## config.mk

```make
export PLATFORM = sky130hd
export DESIGN_NAME = gptc_core
export DESIGN_NICKNAME = d
export VERILOG_FILES = /design/src/hdl/gptc_pkg.sv /design/src/hdl/gptc_core.sv
export SDC_FILE = /design/constraint.sdc
export NUM_CORES = 1
export LEC_CHECK = 0
export BUFFER_PORTS_ARGS = -buffer_cell sky130_fd_sc_hd__clkbuf_2
export CAP_MARGIN = 20
export CORE_MARGIN = 1
export CORE_UTILIZATION = 54
export DETAILED_ROUTE_END_ITERATION = 8
export GPL_TIMING_DRIVEN = 0
export PLACE_DENSITY = 0.9
export SLEW_MARGIN = 0
export SYNTH_ARGS = -nofsm -noshare
export SYNTH_HDL_FRONTEND = slang
export SYNTH_SLANG_ARGS = --single-unit
```

## constraint.sdc

```tcl
create_clock -name core_clk -period 2.5 [get_ports core_clk]
set_clock_uncertainty 0.05 [all_clocks]
set_input_delay 0.25 -clock core_clk [delete_from_list [all_inputs] [get_ports core_clk]]
set_output_delay 0.25 -clock core_clk [all_outputs]
set_load 0.01 [all_outputs]
```

## src/hdl/gptc_pkg.sv

```systemverilog
// Package with command codes, field positions, reset values and timing counts.
package gptc_pkg;
  localparam int          CLK_PERIOD_NS   = 10;
  localparam logic [3:0]  CMD_MODE        = 4'h2;
  localparam logic [3:0]  CMD_ONOFF       = 4'h3;
  localparam logic [3:0]  CMD_SPARK       = 4'h4;
  localparam logic [3:0]  CMD_SHORT_THR   = 4'h5;
  localparam int          SPK_EOS_LSB     = 0;
  localparam int          SPK_GAIN_BIT    = 6;
  localparam int          SPK_MAX_CURRENT_TRIP_LSB    = 8;
  localparam int          ONOFF_LSD_LSB   = 0;
  localparam int          ONOFF_GATE_LSB  = 4;
  localparam int          MODE_GP_LSB     = 0;
  localparam int          SHORT_THR_LSB   = 0;
  localparam logic [2:0]  SHORT_THR_MAX   = 3'h5;
  localparam logic [2:0]  SHORT_THR_RST   = 3'h3;
  localparam logic [3:0]  MAX_CURRENT_TRIP_THR_RST    = 4'h0;
  localparam logic [1:0]  EOS_FILT_RST    = 2'h0;
  localparam logic        GAIN_RST        = 1'b0;
  localparam logic [3:0]  GP_MODE_RST     = 4'h0;
  localparam int          EOS_T1_NS       = 4000;
  localparam int          EOS_T2_NS       = 16000;
  localparam int          EOS_T3_NS       = 32000;
  localparam logic [11:0] EOS_T1_CYC      = 12'(EOS_T1_NS / CLK_PERIOD_NS);
  localparam logic [11:0] EOS_T2_CYC      = 12'(EOS_T2_NS / CLK_PERIOD_NS);
  localparam logic [11:0] EOS_T3_CYC      = 12'(EOS_T3_NS / CLK_PERIOD_NS);
endpackage : gptc_pkg

```

## src/hdl/gptc_core.sv

```systemverilog
// Trip, end-of-spark filter, driver control and load fault logic for four gate pre-drivers.
`timescale 1ns/100ps
`default_nettype none
// Behaviour
// - Synchronised over-current forces off every ignition-configured gate driver.
// - Over-current trip sets the trip flag and, outside ten-coil mode, drives the trip pin high.
// - Trip flag clears only after condition ended and status was read.
// - Spark command bit 6 selects gain two; reset gives gain one.
// - In ten-coil mode trip pin is input and acts as internal trip.
// - Spark command bits 11 to 8 set the trip threshold code.
// - Two-bit filter selects 0, 4, 16 or 32 us end-of-spark window.
// - Each driver may be general purpose, driven by pin or command.
// - On/off command bits 4 to 7 switch general-purpose drivers.
// - Ignition drivers follow their pin only and ignore command bits.
// - On/off command also carries low-side injector driver bits.
// - Off general-purpose driver with low drain feedback reports open load.
// - On general-purpose driver above short threshold reports short.
// - Short threshold codes 0 to 5 load; codes 6 and 7 are ignored.
// - Faults are visible only as status bits read by the host.
module gptc_core
  import gptc_pkg::*;
(
  input  wire logic        core_clk,
  input  wire logic        rst_n,
  input  wire logic        clk_en,
  input  wire logic        cmd_valid,
  input  wire logic [3:0]  cmd_code,
  input  wire logic [11:0] cmd_data,
  input  wire logic        status_read,
  input  wire logic        ten_coil_mode,
  input  wire logic [3:0]  parallel_gate_input,
  input  wire logic        trip_cmp_in,
  input  wire logic        trip_pin_in,
  input  wire logic        spark_cmp_in,
  input  wire logic [3:0]  open_cmp_in,
  input  wire logic [3:0]  short_cmp_in,
  output logic      [3:0]  gate_drive_out,
  output logic      [3:0]  integrated_low_side,
  output logic             max_current_trip,
  output logic             trip_pin_oe_n,
  output logic             trip_flag,
  output logic      [3:0]  open_fault,
  output logic      [3:0]  short_fault,
  output logic      [3:0]  general_gate_mode,
  output logic             gain_sel,
  output logic      [3:0]  max_thr_code,
  output logic      [1:0]  eos_filt_code,
  output logic      [2:0]  short_thr_code,
  output logic             end_of_spark
);
  logic [10:0] sync1_reg;
  logic [10:0] sync2_reg;
  logic        trip_act;
  logic        spk_s;
  logic [3:0]  open_s;
  logic [3:0]  short_s;
  logic [3:0]  gate_reg,  gate_next;
  logic [3:0]  lsd_reg,   lsd_next;
  logic [3:0]  spi_on_reg, spi_on_next;
  logic [3:0]  gp_reg,    gp_next;
  logic        gain_reg,  gain_next;
  logic [3:0]  max_current_trip_reg,  max_current_trip_next;
  logic [1:0]  eos_reg,   eos_next;
  logic [2:0]  sthr_reg,  sthr_next;
  logic        tpin_reg,  tpin_next;
  logic        toe_reg,   toe_next;
  logic        tflag_reg, tflag_next;
  logic        tpend_reg, tpend_next;
  logic [3:0]  open_reg,  open_next;
  logic [3:0]  short_reg, short_next;
  logic [11:0] ecnt_reg,  ecnt_next;
  logic        eosd_reg,  eosd_next;
  logic [11:0] ewin;

  // Two-stage synchroniser for all comparator and trip pin inputs.
  always_ff @(posedge core_clk or negedge rst_n)
  begin
    if (!rst_n)
    begin
      sync1_reg <= 11'h000;
      sync2_reg <= 11'h000;
    end
    else if (clk_en)
    begin
      sync1_reg <= {trip_cmp_in, trip_pin_in, spark_cmp_in, open_cmp_in, short_cmp_in};
      sync2_reg <= sync1_reg;
    end
  end

  assign spk_s   = sync2_reg[8];
  assign open_s  = sync2_reg[7:4];
  assign short_s = sync2_reg[3:0];
  // Own comparator is disabled in ten-coil mode; the pin then carries the trip.
  assign trip_act = ten_coil_mode ? sync2_reg[9] : sync2_reg[10];

  always_comb
  begin
    case (eos_reg)
      2'h1:    ewin = EOS_T1_CYC;
      2'h2:    ewin = EOS_T2_CYC;
      2'h3:    ewin = EOS_T3_CYC;
      default: ewin = 12'h000;
    endcase
  end

  // Configuration written by host commands.
  always_comb
  begin
    gp_next     = gp_reg;
    spi_on_next = spi_on_reg;
    lsd_next    = lsd_reg;
    gain_next   = gain_reg;
    max_current_trip_next   = max_current_trip_reg;
    eos_next    = eos_reg;
    sthr_next   = sthr_reg;
    if (cmd_valid)
    begin
      case (cmd_code)
        CMD_MODE:  gp_next = cmd_data[MODE_GP_LSB +: 4];
        CMD_ONOFF:
        begin
          spi_on_next = cmd_data[ONOFF_GATE_LSB +: 4];
          lsd_next    = cmd_data[ONOFF_LSD_LSB +: 4];
        end
        CMD_SPARK:
        begin
          gain_next = cmd_data[SPK_GAIN_BIT];
          max_current_trip_next = cmd_data[SPK_MAX_CURRENT_TRIP_LSB +: 4];
          eos_next  = cmd_data[SPK_EOS_LSB +: 2];
        end
        CMD_SHORT_THR:
        begin
          if (cmd_data[SHORT_THR_LSB +: 3] <= SHORT_THR_MAX)
            sthr_next = cmd_data[SHORT_THR_LSB +: 3];
        end
        default: gp_next = gp_reg;
      endcase
    end
  end

  // Driver outputs, trip handling, fault flags and end-of-spark filter.
  always_comb
  begin
    for (int i = 0; i < 4; i++)
    begin
      if (gp_reg[i])
        gate_next[i] = parallel_gate_input[i] | spi_on_reg[i];
      else
        gate_next[i] = parallel_gate_input[i] & ~trip_act;
    end
    tpin_next  = ~ten_coil_mode & trip_act;
    toe_next   = ten_coil_mode;
    tpend_next = tpend_reg | (status_read & tflag_reg);
    tflag_next = tflag_reg;
    if (trip_act)
      tflag_next = 1'b1;
    else if (tflag_reg && (tpend_reg || status_read))
    begin
      tflag_next = 1'b0;
      tpend_next = 1'b0;
    end
    if (!tflag_reg && !trip_act)
      tpend_next = 1'b0;
    // Set wins over clear on a status read.
    open_next  = (status_read ? 4'h0 : open_reg) | (gp_reg & ~gate_reg & open_s);
    short_next = (status_read ? 4'h0 : short_reg) | (gp_reg & gate_reg & short_s);
    if (!spk_s)
    begin
      ecnt_next = 12'h000;
      eosd_next = 1'b0;
    end
    else if (ecnt_reg >= ewin)
    begin
      ecnt_next = ecnt_reg;
      eosd_next = 1'b1;
    end
    else
    begin
      ecnt_next = ecnt_reg + 12'h001;
      eosd_next = 1'b0;
    end
  end

  always_ff @(posedge core_clk or negedge rst_n)
  begin
    if (!rst_n)
    begin
      gp_reg     <= GP_MODE_RST;
      spi_on_reg <= 4'h0;
      lsd_reg    <= 4'h0;
      gain_reg   <= GAIN_RST;
      max_current_trip_reg   <= MAX_CURRENT_TRIP_THR_RST;
      eos_reg    <= EOS_FILT_RST;
      sthr_reg   <= SHORT_THR_RST;
      gate_reg   <= 4'h0;
      tpin_reg   <= 1'b0;
      toe_reg    <= 1'b1;
      tflag_reg  <= 1'b0;
      tpend_reg  <= 1'b0;
      open_reg   <= 4'h0;
      short_reg  <= 4'h0;
      ecnt_reg   <= 12'h000;
      eosd_reg   <= 1'b0;
    end
    else if (clk_en)
    begin
      gp_reg     <= gp_next;
      spi_on_reg <= spi_on_next;
      lsd_reg    <= lsd_next;
      gain_reg   <= gain_next;
      max_current_trip_reg   <= max_current_trip_next;
      eos_reg    <= eos_next;
      sthr_reg   <= sthr_next;
      gate_reg   <= gate_next;
      tpin_reg   <= tpin_next;
      toe_reg    <= toe_next;
      tflag_reg  <= tflag_next;
      tpend_reg  <= tpend_next;
      open_reg   <= open_next;
      short_reg  <= short_next;
      ecnt_reg   <= ecnt_next;
      eosd_reg   <= eosd_next;
    end
  end

  assign gate_drive_out      = gate_reg;
  assign integrated_low_side = lsd_reg;
  assign max_current_trip    = tpin_reg;
  assign trip_pin_oe_n       = toe_reg;
  assign trip_flag           = tflag_reg;
  assign open_fault          = open_reg;
  assign short_fault         = short_reg;
  assign general_gate_mode   = gp_reg;
  assign gain_sel            = gain_reg;
  assign max_thr_code        = max_current_trip_reg;
  assign eos_filt_code       = eos_reg;
  assign short_thr_code      = sthr_reg;
  assign end_of_spark        = eosd_reg;

  chk_trip_forces_off: assert property (@(posedge core_clk) disable iff (!rst_n)
    clk_en && trip_act |=> (gate_drive_out & ~$past(gp_reg)) == 4'h0)
    else $error("Ignition driver on during trip.");
  chk_trip_sets_flag: assert property (@(posedge core_clk) disable iff (!rst_n)
    clk_en && trip_act |=> trip_flag && (max_current_trip == !$past(ten_coil_mode)))
    else $error("Trip flag or pin not raised.");
  chk_flag_holds_unread: assert property (@(posedge core_clk) disable iff (!rst_n)
    clk_en && trip_flag && !tpend_reg && !status_read |=> trip_flag)
    else $error("Trip flag cleared without read.");
  chk_gain_write: assert property (@(posedge core_clk) disable iff (!rst_n)
    clk_en && cmd_valid && cmd_code == CMD_SPARK |=> gain_sel == $past(cmd_data[SPK_GAIN_BIT]))
    else $error("Gain select not loaded.");
  chk_tencoil_pin_in: assert property (@(posedge core_clk) disable iff (!rst_n)
    clk_en && ten_coil_mode |=> trip_pin_oe_n && !max_current_trip)
    else $error("Trip pin driven in ten-coil mode.");
  chk_thr_write: assert property (@(posedge core_clk) disable iff (!rst_n)
    clk_en && cmd_valid && cmd_code == CMD_SPARK |=> max_thr_code == $past(cmd_data[11:8]))
    else $error("Trip threshold not loaded.");
  chk_eos_none: assert property (@(posedge core_clk) disable iff (!rst_n)
    clk_en && !spk_s |=> !end_of_spark)
    else $error("End of spark without current drop.");
  chk_ign_ignores_spi: assert property (@(posedge core_clk) disable iff (!rst_n)
    clk_en && !gp_reg[1] && !parallel_gate_input[1] |=> !gate_drive_out[1])
    else $error("Ignition driver followed command bit.");
  chk_gp_onoff: assert property (@(posedge core_clk) disable iff (!rst_n)
    clk_en && gp_reg[0] && spi_on_reg[0] |=> gate_drive_out[0])
    else $error("General driver not on.");
  chk_open_flag: assert property (@(posedge core_clk) disable iff (!rst_n)
    clk_en && gp_reg[2] && !gate_reg[2] && open_s[2] |=> open_fault[2])
    else $error("Open load not flagged.");
  chk_short_flag: assert property (@(posedge core_clk) disable iff (!rst_n)
    clk_en && gp_reg[0] && gate_reg[0] && short_s[0] |=> short_fault[0])
    else $error("Short not flagged.");
  chk_short_thr_keep: assert property (@(posedge core_clk) disable iff (!rst_n)
    clk_en && cmd_valid && cmd_code == CMD_SHORT_THR && cmd_data[2:1] == 2'h3
      |=> $stable(short_thr_code))
    else $error("Short threshold changed by reserved code.");
endmodule : gptc_core
`default_nettype wire

```

==> results.yml, run 1 <==
power:
  p_per_area_nw_per_um2: 775.5
  design_power_total_w: 0.003108
  peakVddDrop_mv: 0.4535
  leakagePower_nw: 2.009
cells_and_area:
  diodes: 0
  drive_gt1_frac: 0.3832
  area_growth_pct: 19.47
  layout.cells.non_filler: 456
  fin_area_um2: 4008
  layout.nets: 422
  largest_register_ffs: 12
critical_path:
  setup.worst_path.start_class: "flop"
  crit_slowest_cell: "dfrtp_1"
  reg2reg_slack_ns: 0.19
  required_ns: 2.68
  end_kind: "flop"
  rr_endpoint: "ecnt_reg[6]"
  worstSetupStartpoint: "eos_filt_code[0]"
  r2r_cells: 9
  arrival_ns: 2.49
  r2r_start: "eos_filt_code[0]"
  path_max_fanout: 10
  crit_buf_inv: 2
  crit_chain: "inv_1, nand2_1, ha_1, nand4_1, or2_2, o221a_2, buf_2, a32oi_1, o31ai_1"
  critPathTopFamily: "compound AO/OA/AOI/OAI gates"
  max_stage_delay_ns: 0.43
  critical_path_class: "flop to flop"
route:
  wl_per_cell_um: 17.59
  drc: 0
  routed_wl_um: 8023
  num_vias: 2692
  drt_iter0_drc: 282
  dr.pass1.iters: 5
  vias_per_cell: 5.904
  postRouteAntennaNets: 0
yosys:
  synth_top_area_share: 0.5222
  synthMuxAreaShare: 0.1477
  synthCells: 294
  syn-num-nets: 340
  yosysMostFrequentCell: "dfrtp_1"
  ys_types: 41
  synthSimpleGateAreaFrac: 0.1507
  yosysSeqAreaShare: 0.5457
  syn_area_um2: 3354
  ys_ff_latch: 73
  synthFlopType: "dfrtp_1"
  synth_compound_area_frac: 0.09213
  synth.area.top_cells: "dfrtp_1, mux2_2, nand2_1"
  synth_edf_count: 0
  synth_adder_area_share: 0.03357
  yosys-top-cells-count: "dfrtp_1, mux2_2, nand2_1"
  synth_xor_area_frac: 0
  synth_area_per_cell_um2: 11.41
  synth-warning-count: 0
  synth.largest_area_cell: "dfrtp_1"
  async_flop_share: 1.000
  synth_top_family_by_area: "simple AND/OR/NAND/NOR gates"
sta:
  slew_viol_final: 0
  finalCriticalPeriod_ns: 2.311
  tns_ns: 0
  rsz0062_at_grt: "false"
  hold_violations: 0
  fmax_mhz: 432.7
  relSlewSlack: 0.5077
  worst_slew_pin_slew_ns: 0.7357
  setup_violations: 0
  post-route-period-util: 0.9244
grt:
  grt_max_degree: 61
  overflow: 0
  grt_use_total: 0.2642
  antenna_found_initial: 0
  grt_first_pass_wirelength_um: 12790
  grt_pass1_vias: 2690
cts:
  cts_tree: "yes"
  cts_buffer_depth: 2
  cts_resized: 0
  cts-root-buf: "clkbuf_8"
  cts.clk_slew.worst_paths_ns: 0.08
  cts_sinks: 73
  clock_latency_ns: 0.35
  cts_setup_buffers: 0
  cts_htree_levels: 3
  hold_buffers: 1
  cts_made_buffers: 9
place:
  dpl-instance-area_um2: 3824
  hpwl_um: 5473
  dp_cells: 439
  gp_congestion: 0.8771
  port_buffers: 69
die:
  dieArea_um2: 6531
  die_h_um: 80.82
  core_um2: 5956
  start_util: 0.5632
  rows: 28
  fp.dieW_um: 80.82
  top_level_ports: 71
flow_run:
  drv_cap: 0
hold_path:
  hp-start: "cmd_data[11]"
  hold_end: "max_thr_code[3]"
  hold_path_class: "input pin to flop"
  hold-path-cell-count: 2
status:
  status: "finished clean"
==> routing by layer <==
metal / global-route usage / up-vias / wire, um
li1: - / 1223 / -
met1: 0.3311 / 1331 / 3197
met2: 0.4328 / 115 / 4206
met3: 0.05730 / 23 / 398
met4: 0.1321 / 0 / 220
met5: 0 / - / 0
==> cell type report <==
class,instances,area [um^2]
clock inverter,5,32.53
sequential,73,1831
multi-input combinational,198,1423
inverter,10,37.54
tap,75,93.84
clock buffer,11,141.4
fill,430,1948
timing repair buffer,71,385.4
buffer,13,63.81
==> kinds of logic after synthesis <==
kind of cell / Yosys count
adders and majority gates: 9
AOI/OAI and AO/OA: 42
buffers and inverters: 23
and+or+nand+nor: 103
muxes: 44
DFF: 73
==> placed cells by master, fill, tap and decap left out, types with 2 or more instances in the layout <==
master	n
mux2_2	44
and3_1	5
o21ai_0	3
nand4_1	11
o21a_1	2
o22a_1	2
nand2_1	42
clkinv_2	3
a31o_2	4
buf_2	6
a41o_1	4
clkbuf_8	10
clkbuf_1	6
nor2_1	13
ha_1	9
o31ai_1	2
a31oi_1	3
nor3b_1	2
nand4b_1	4
nand2b_1	3
dfrtp_1	70
nand3_1	8
inv_1	9
a21oi_1	11
nor3_1	7
clkinv_4	2
and2_1	3
a21o_1	4
dfstp_2	3
clkbuf_2	68
==> where the power goes <==
part	internal [W]	switching (W)	total, W
logic	0.000340	0.000426	0.000766
registers	0.00136	0.000136	0.00150
clock network	0.000386	0.000455	0.000841
total	0.00209	0.00102	0.00311
==> worst max path at each step <==
stage,to,slack [ns],cells after the start
5_1_grt,ecnt_reg[8],0.06,10
2_1_floorplan,ecnt_reg[8],0.40,8
4_1_cts,ecnt_reg[8],0.22,10
6_report,ecnt_reg[6],0.19,9
3_3_place_gp,ecnt_reg[6],0.31,9
3_5_place_dp,ecnt_reg[6],0.23,9
==> per-stage QoR <==
step	utilization	setup slack (ns)	hold slack, ns
2_1_floorplan	-	0.4041	-0.09559
3_3_place_gp	0.6370	0.3052	0.4071
3_5_place_dp	0.6420	0.2345	0.1064
4_1_cts	0.6729	0.2172	0.07108
5_1_grt	0.6729	0.06058	0.06554
6_report	0.6729	0.1889	0.07356
Power figures use the tool's default switching activity.
==> inputs of run 2 (changes only) <==
==> constraint.sdc (replaced) <==
create_clock -name core_clk -period 2.5 [get_ports core_clk]
set_clock_uncertainty 0.05 [all_clocks]
set_input_delay 0 -clock core_clk [delete_from_list [all_inputs] [get_ports core_clk]]
set_output_delay 0 -clock core_clk [all_outputs]
set_load 0.01 [all_outputs]
==> run 2 against run 1 <==
Combinational power grew 4.4%. Critical endpoint unchanged. Clock power grew 0.8%. Sequential power about the same. Global-route usage up 1.7 points. Wire length is 5.2% higher. Maximum frequency decreased by 0.27%. Largest power group unchanged. Critical path type unchanged. First-iteration DRC count decreased by 22%. Worst hold slack lost 0.068 ns.
==> results.yml, run 2 (synthesis results as in run 1) <==
grt:
  grt_pass1_vias: 2848
  overflow: 0
  antenna_found_initial: 0
  grt_use_total: 0.2812
  grt_max_degree: 61
  grt_first_pass_wirelength_um: 13630
hold_path:
  hp-start: "parallel_gate_input[2]"
  hold-path-cell-count: 4
  hold_path_class: "input pin to flop"
  hold_end: "gate_drive_out[2]"
sta:
  tns_ns: 0
  rsz0062_at_grt: "false"
  relSlewSlack: 0.5211
  hold_violations: 0
  post-route-period-util: 0.9269
  fmax_mhz: 431.5
  slew_viol_final: 0
  worst_slew_pin_slew_ns: 0.7157
  setup_violations: 0
  finalCriticalPeriod_ns: 2.317
route:
  postRouteAntennaNets: 0
  routed_wl_um: 8437
  m1WireLength_um: 3286
  wl_per_cell_um: 17.50
  drt_iter0_drc: 219
  dr_wl_met2_um: 4389
  highest_layer: "met4"
  vias_per_cell: 5.863
  num_vias: 2826
  dr.pass1.iters: 4
  wl_met3_um: 512
  drc: 0
cts:
  cts_htree_levels: 3
  cts_buffer_depth: 2
  cts_resized: 0
  cts.clk_slew.worst_paths_ns: 0.08
  cts_tree: "yes"
  clock_latency_ns: 0.35
  cts_made_buffers: 9
  cts-root-buf: "clkbuf_8"
  cts_sinks: 73
place:
  port_buffers: 69
  dp_cells: 439
  gp_congestion: 0.8771
  hpwl_um: 5473
status:
  status: "finished clean"
power:
  peakVddDrop_mv: 0.4607
  p_per_area_nw_per_um2: 738.7
  p_sw_frac: 0.3283
  internal_power_w: 0.002118
  p_switching_w: 0.001035
  p_comb_frac: 0.254
  design_power_total_w: 0.003152
  leakagePower_nw: 2.117
  p_clk_frac: 0.269
  pwr-share-seq: 0.477
critical_path:
  setup.worst_path.start_class: "flop"
  critPathTopFamily: "compound AO/OA/AOI/OAI gates"
  r2r_cells: 9
  arrival_ns: 2.50
  crit_buf_inv: 2
  path_max_fanout: 10
  r2r_start: "eos_filt_code[0]"
  required_ns: 2.68
  crit_slowest_cell: "dfrtp_1"
  max_stage_delay_ns: 0.43
  reg2reg_slack_ns: 0.18
  rr_endpoint: "ecnt_reg[6]"
  end_kind: "flop"
  critical_path_class: "flop to flop"
  crit_chain: "inv_1, nand2_1, ha_1, nand4_1, or2_2, o221a_2, buf_2, a32oi_1, o31ai_1"
die:
  rows: 28
  core_um2: 5956
  start_util: 0.5632
  fp.dieW_um: 80.82
  dieArea_um2: 6531
  top_level_ports: 71
  die_h_um: 80.82
cells_and_area:
  layout.nets: 448
  diodes: 0
  layout_commonest_cell: "dfrtp_1"
  area_growth_pct: 27.23
  layout.cells.non_filler: 482
  largest_register_ffs: 12
  drive_gt1_frac: 0.3587
  most-common-layout-cells: "dfrtp_1, clkbuf_2, mux2_2"
flow_run:
  drv_cap: 0
## run 2: cell types whose count changed in the layout (fill, tap and decap cells not counted)
cell           delta
dlygate4sd3_1    +26
## run 2: timing repair
item                                    in CTS  in global routing
buffers inserted                             0                  0
endpoints found under the setup margin       0                  0
endpoints found under the hold margin      107                  0
hold buffers                                27                  0
## run 2: worst register-to-register path, cell delays in order (launching register included)
cell     delay [ns]
dfrtp_1        0.43
inv_1          0.10
nand2_1        0.08
ha_1           0.31
nand4_1        0.14
or2_2          0.30
o221a_2        0.28
buf_2          0.20
a32oi_1        0.20
o31ai_1        0.09
## run 2: area by class of cell
class                      instances  area [um^2]
fill                             399         1688
inverter                          10        37.54
buffer                            13        63.81
multi-input combinational        198         1423
timing repair buffer              97        645.6
clock buffer                      11        141.4
clock inverter                     5        32.53
sequential                        73         1831
tap                               75        93.84
## run 2: per-stage QoR
stage / hold WS, ns / setup slack, ns / utilization / instance area [um^2]
6_report: 0.005335 / 0.1827 / 0.7166 / 4268
5_1_grt: 0.02327 / 0.05617 / 0.7166 / 4268
4_1_cts: 0.01660 / 0.2172 / 0.7166 / 4268
3_5_place_dp: -0.1436 / 0.2345 / 0.6420 / 3824
3_3_place_gp: 0.1822 / 0.3052 / 0.6370 / 3794
2_1_floorplan: -0.3456 / 0.4041 / - / 3354
## run 2: worst max-delay path by stage
stage | from | end | slack (ns) | depth (start not counted)
global placement | eos_filt_code[0] | ecnt_reg[6] | 0.31 | 9
detailed placement | eos_filt_code[0] | ecnt_reg[6] | 0.23 | 9
floorplan | eos_filt_code[0] | ecnt_reg[8] | 0.40 | 8
CTS | eos_filt_code[1] | ecnt_reg[8] | 0.22 | 10
global route | eos_filt_code[0] | ecnt_reg[6] | 0.06 | 9
finish | eos_filt_code[0] | ecnt_reg[6] | 0.18 | 9
## run 2: power groups by stage
| stage | Combinational (W) | Sequential (W) | Clock (W) |
|---|---|---|---|
| CTS | 0.000796 | 0.00150 | 0.000836 |
| finish | 0.000800 | 0.00150 | 0.000848 |
| global placement | 0.000703 | 0.00151 | 0 |
| floorplan | 0.000423 | 0.00153 | 0 |
| global route | 0.000867 | 0.00152 | 0.000886 |
| detailed placement | 0.000746 | 0.00152 | 0 |
## run 2: layer usage
layer  global-route usage  vias up
met5                    0        -
met3              0.06404       26
met2               0.4630      122
met1               0.3476     1401
li1                     -     1277
met4               0.1429        0
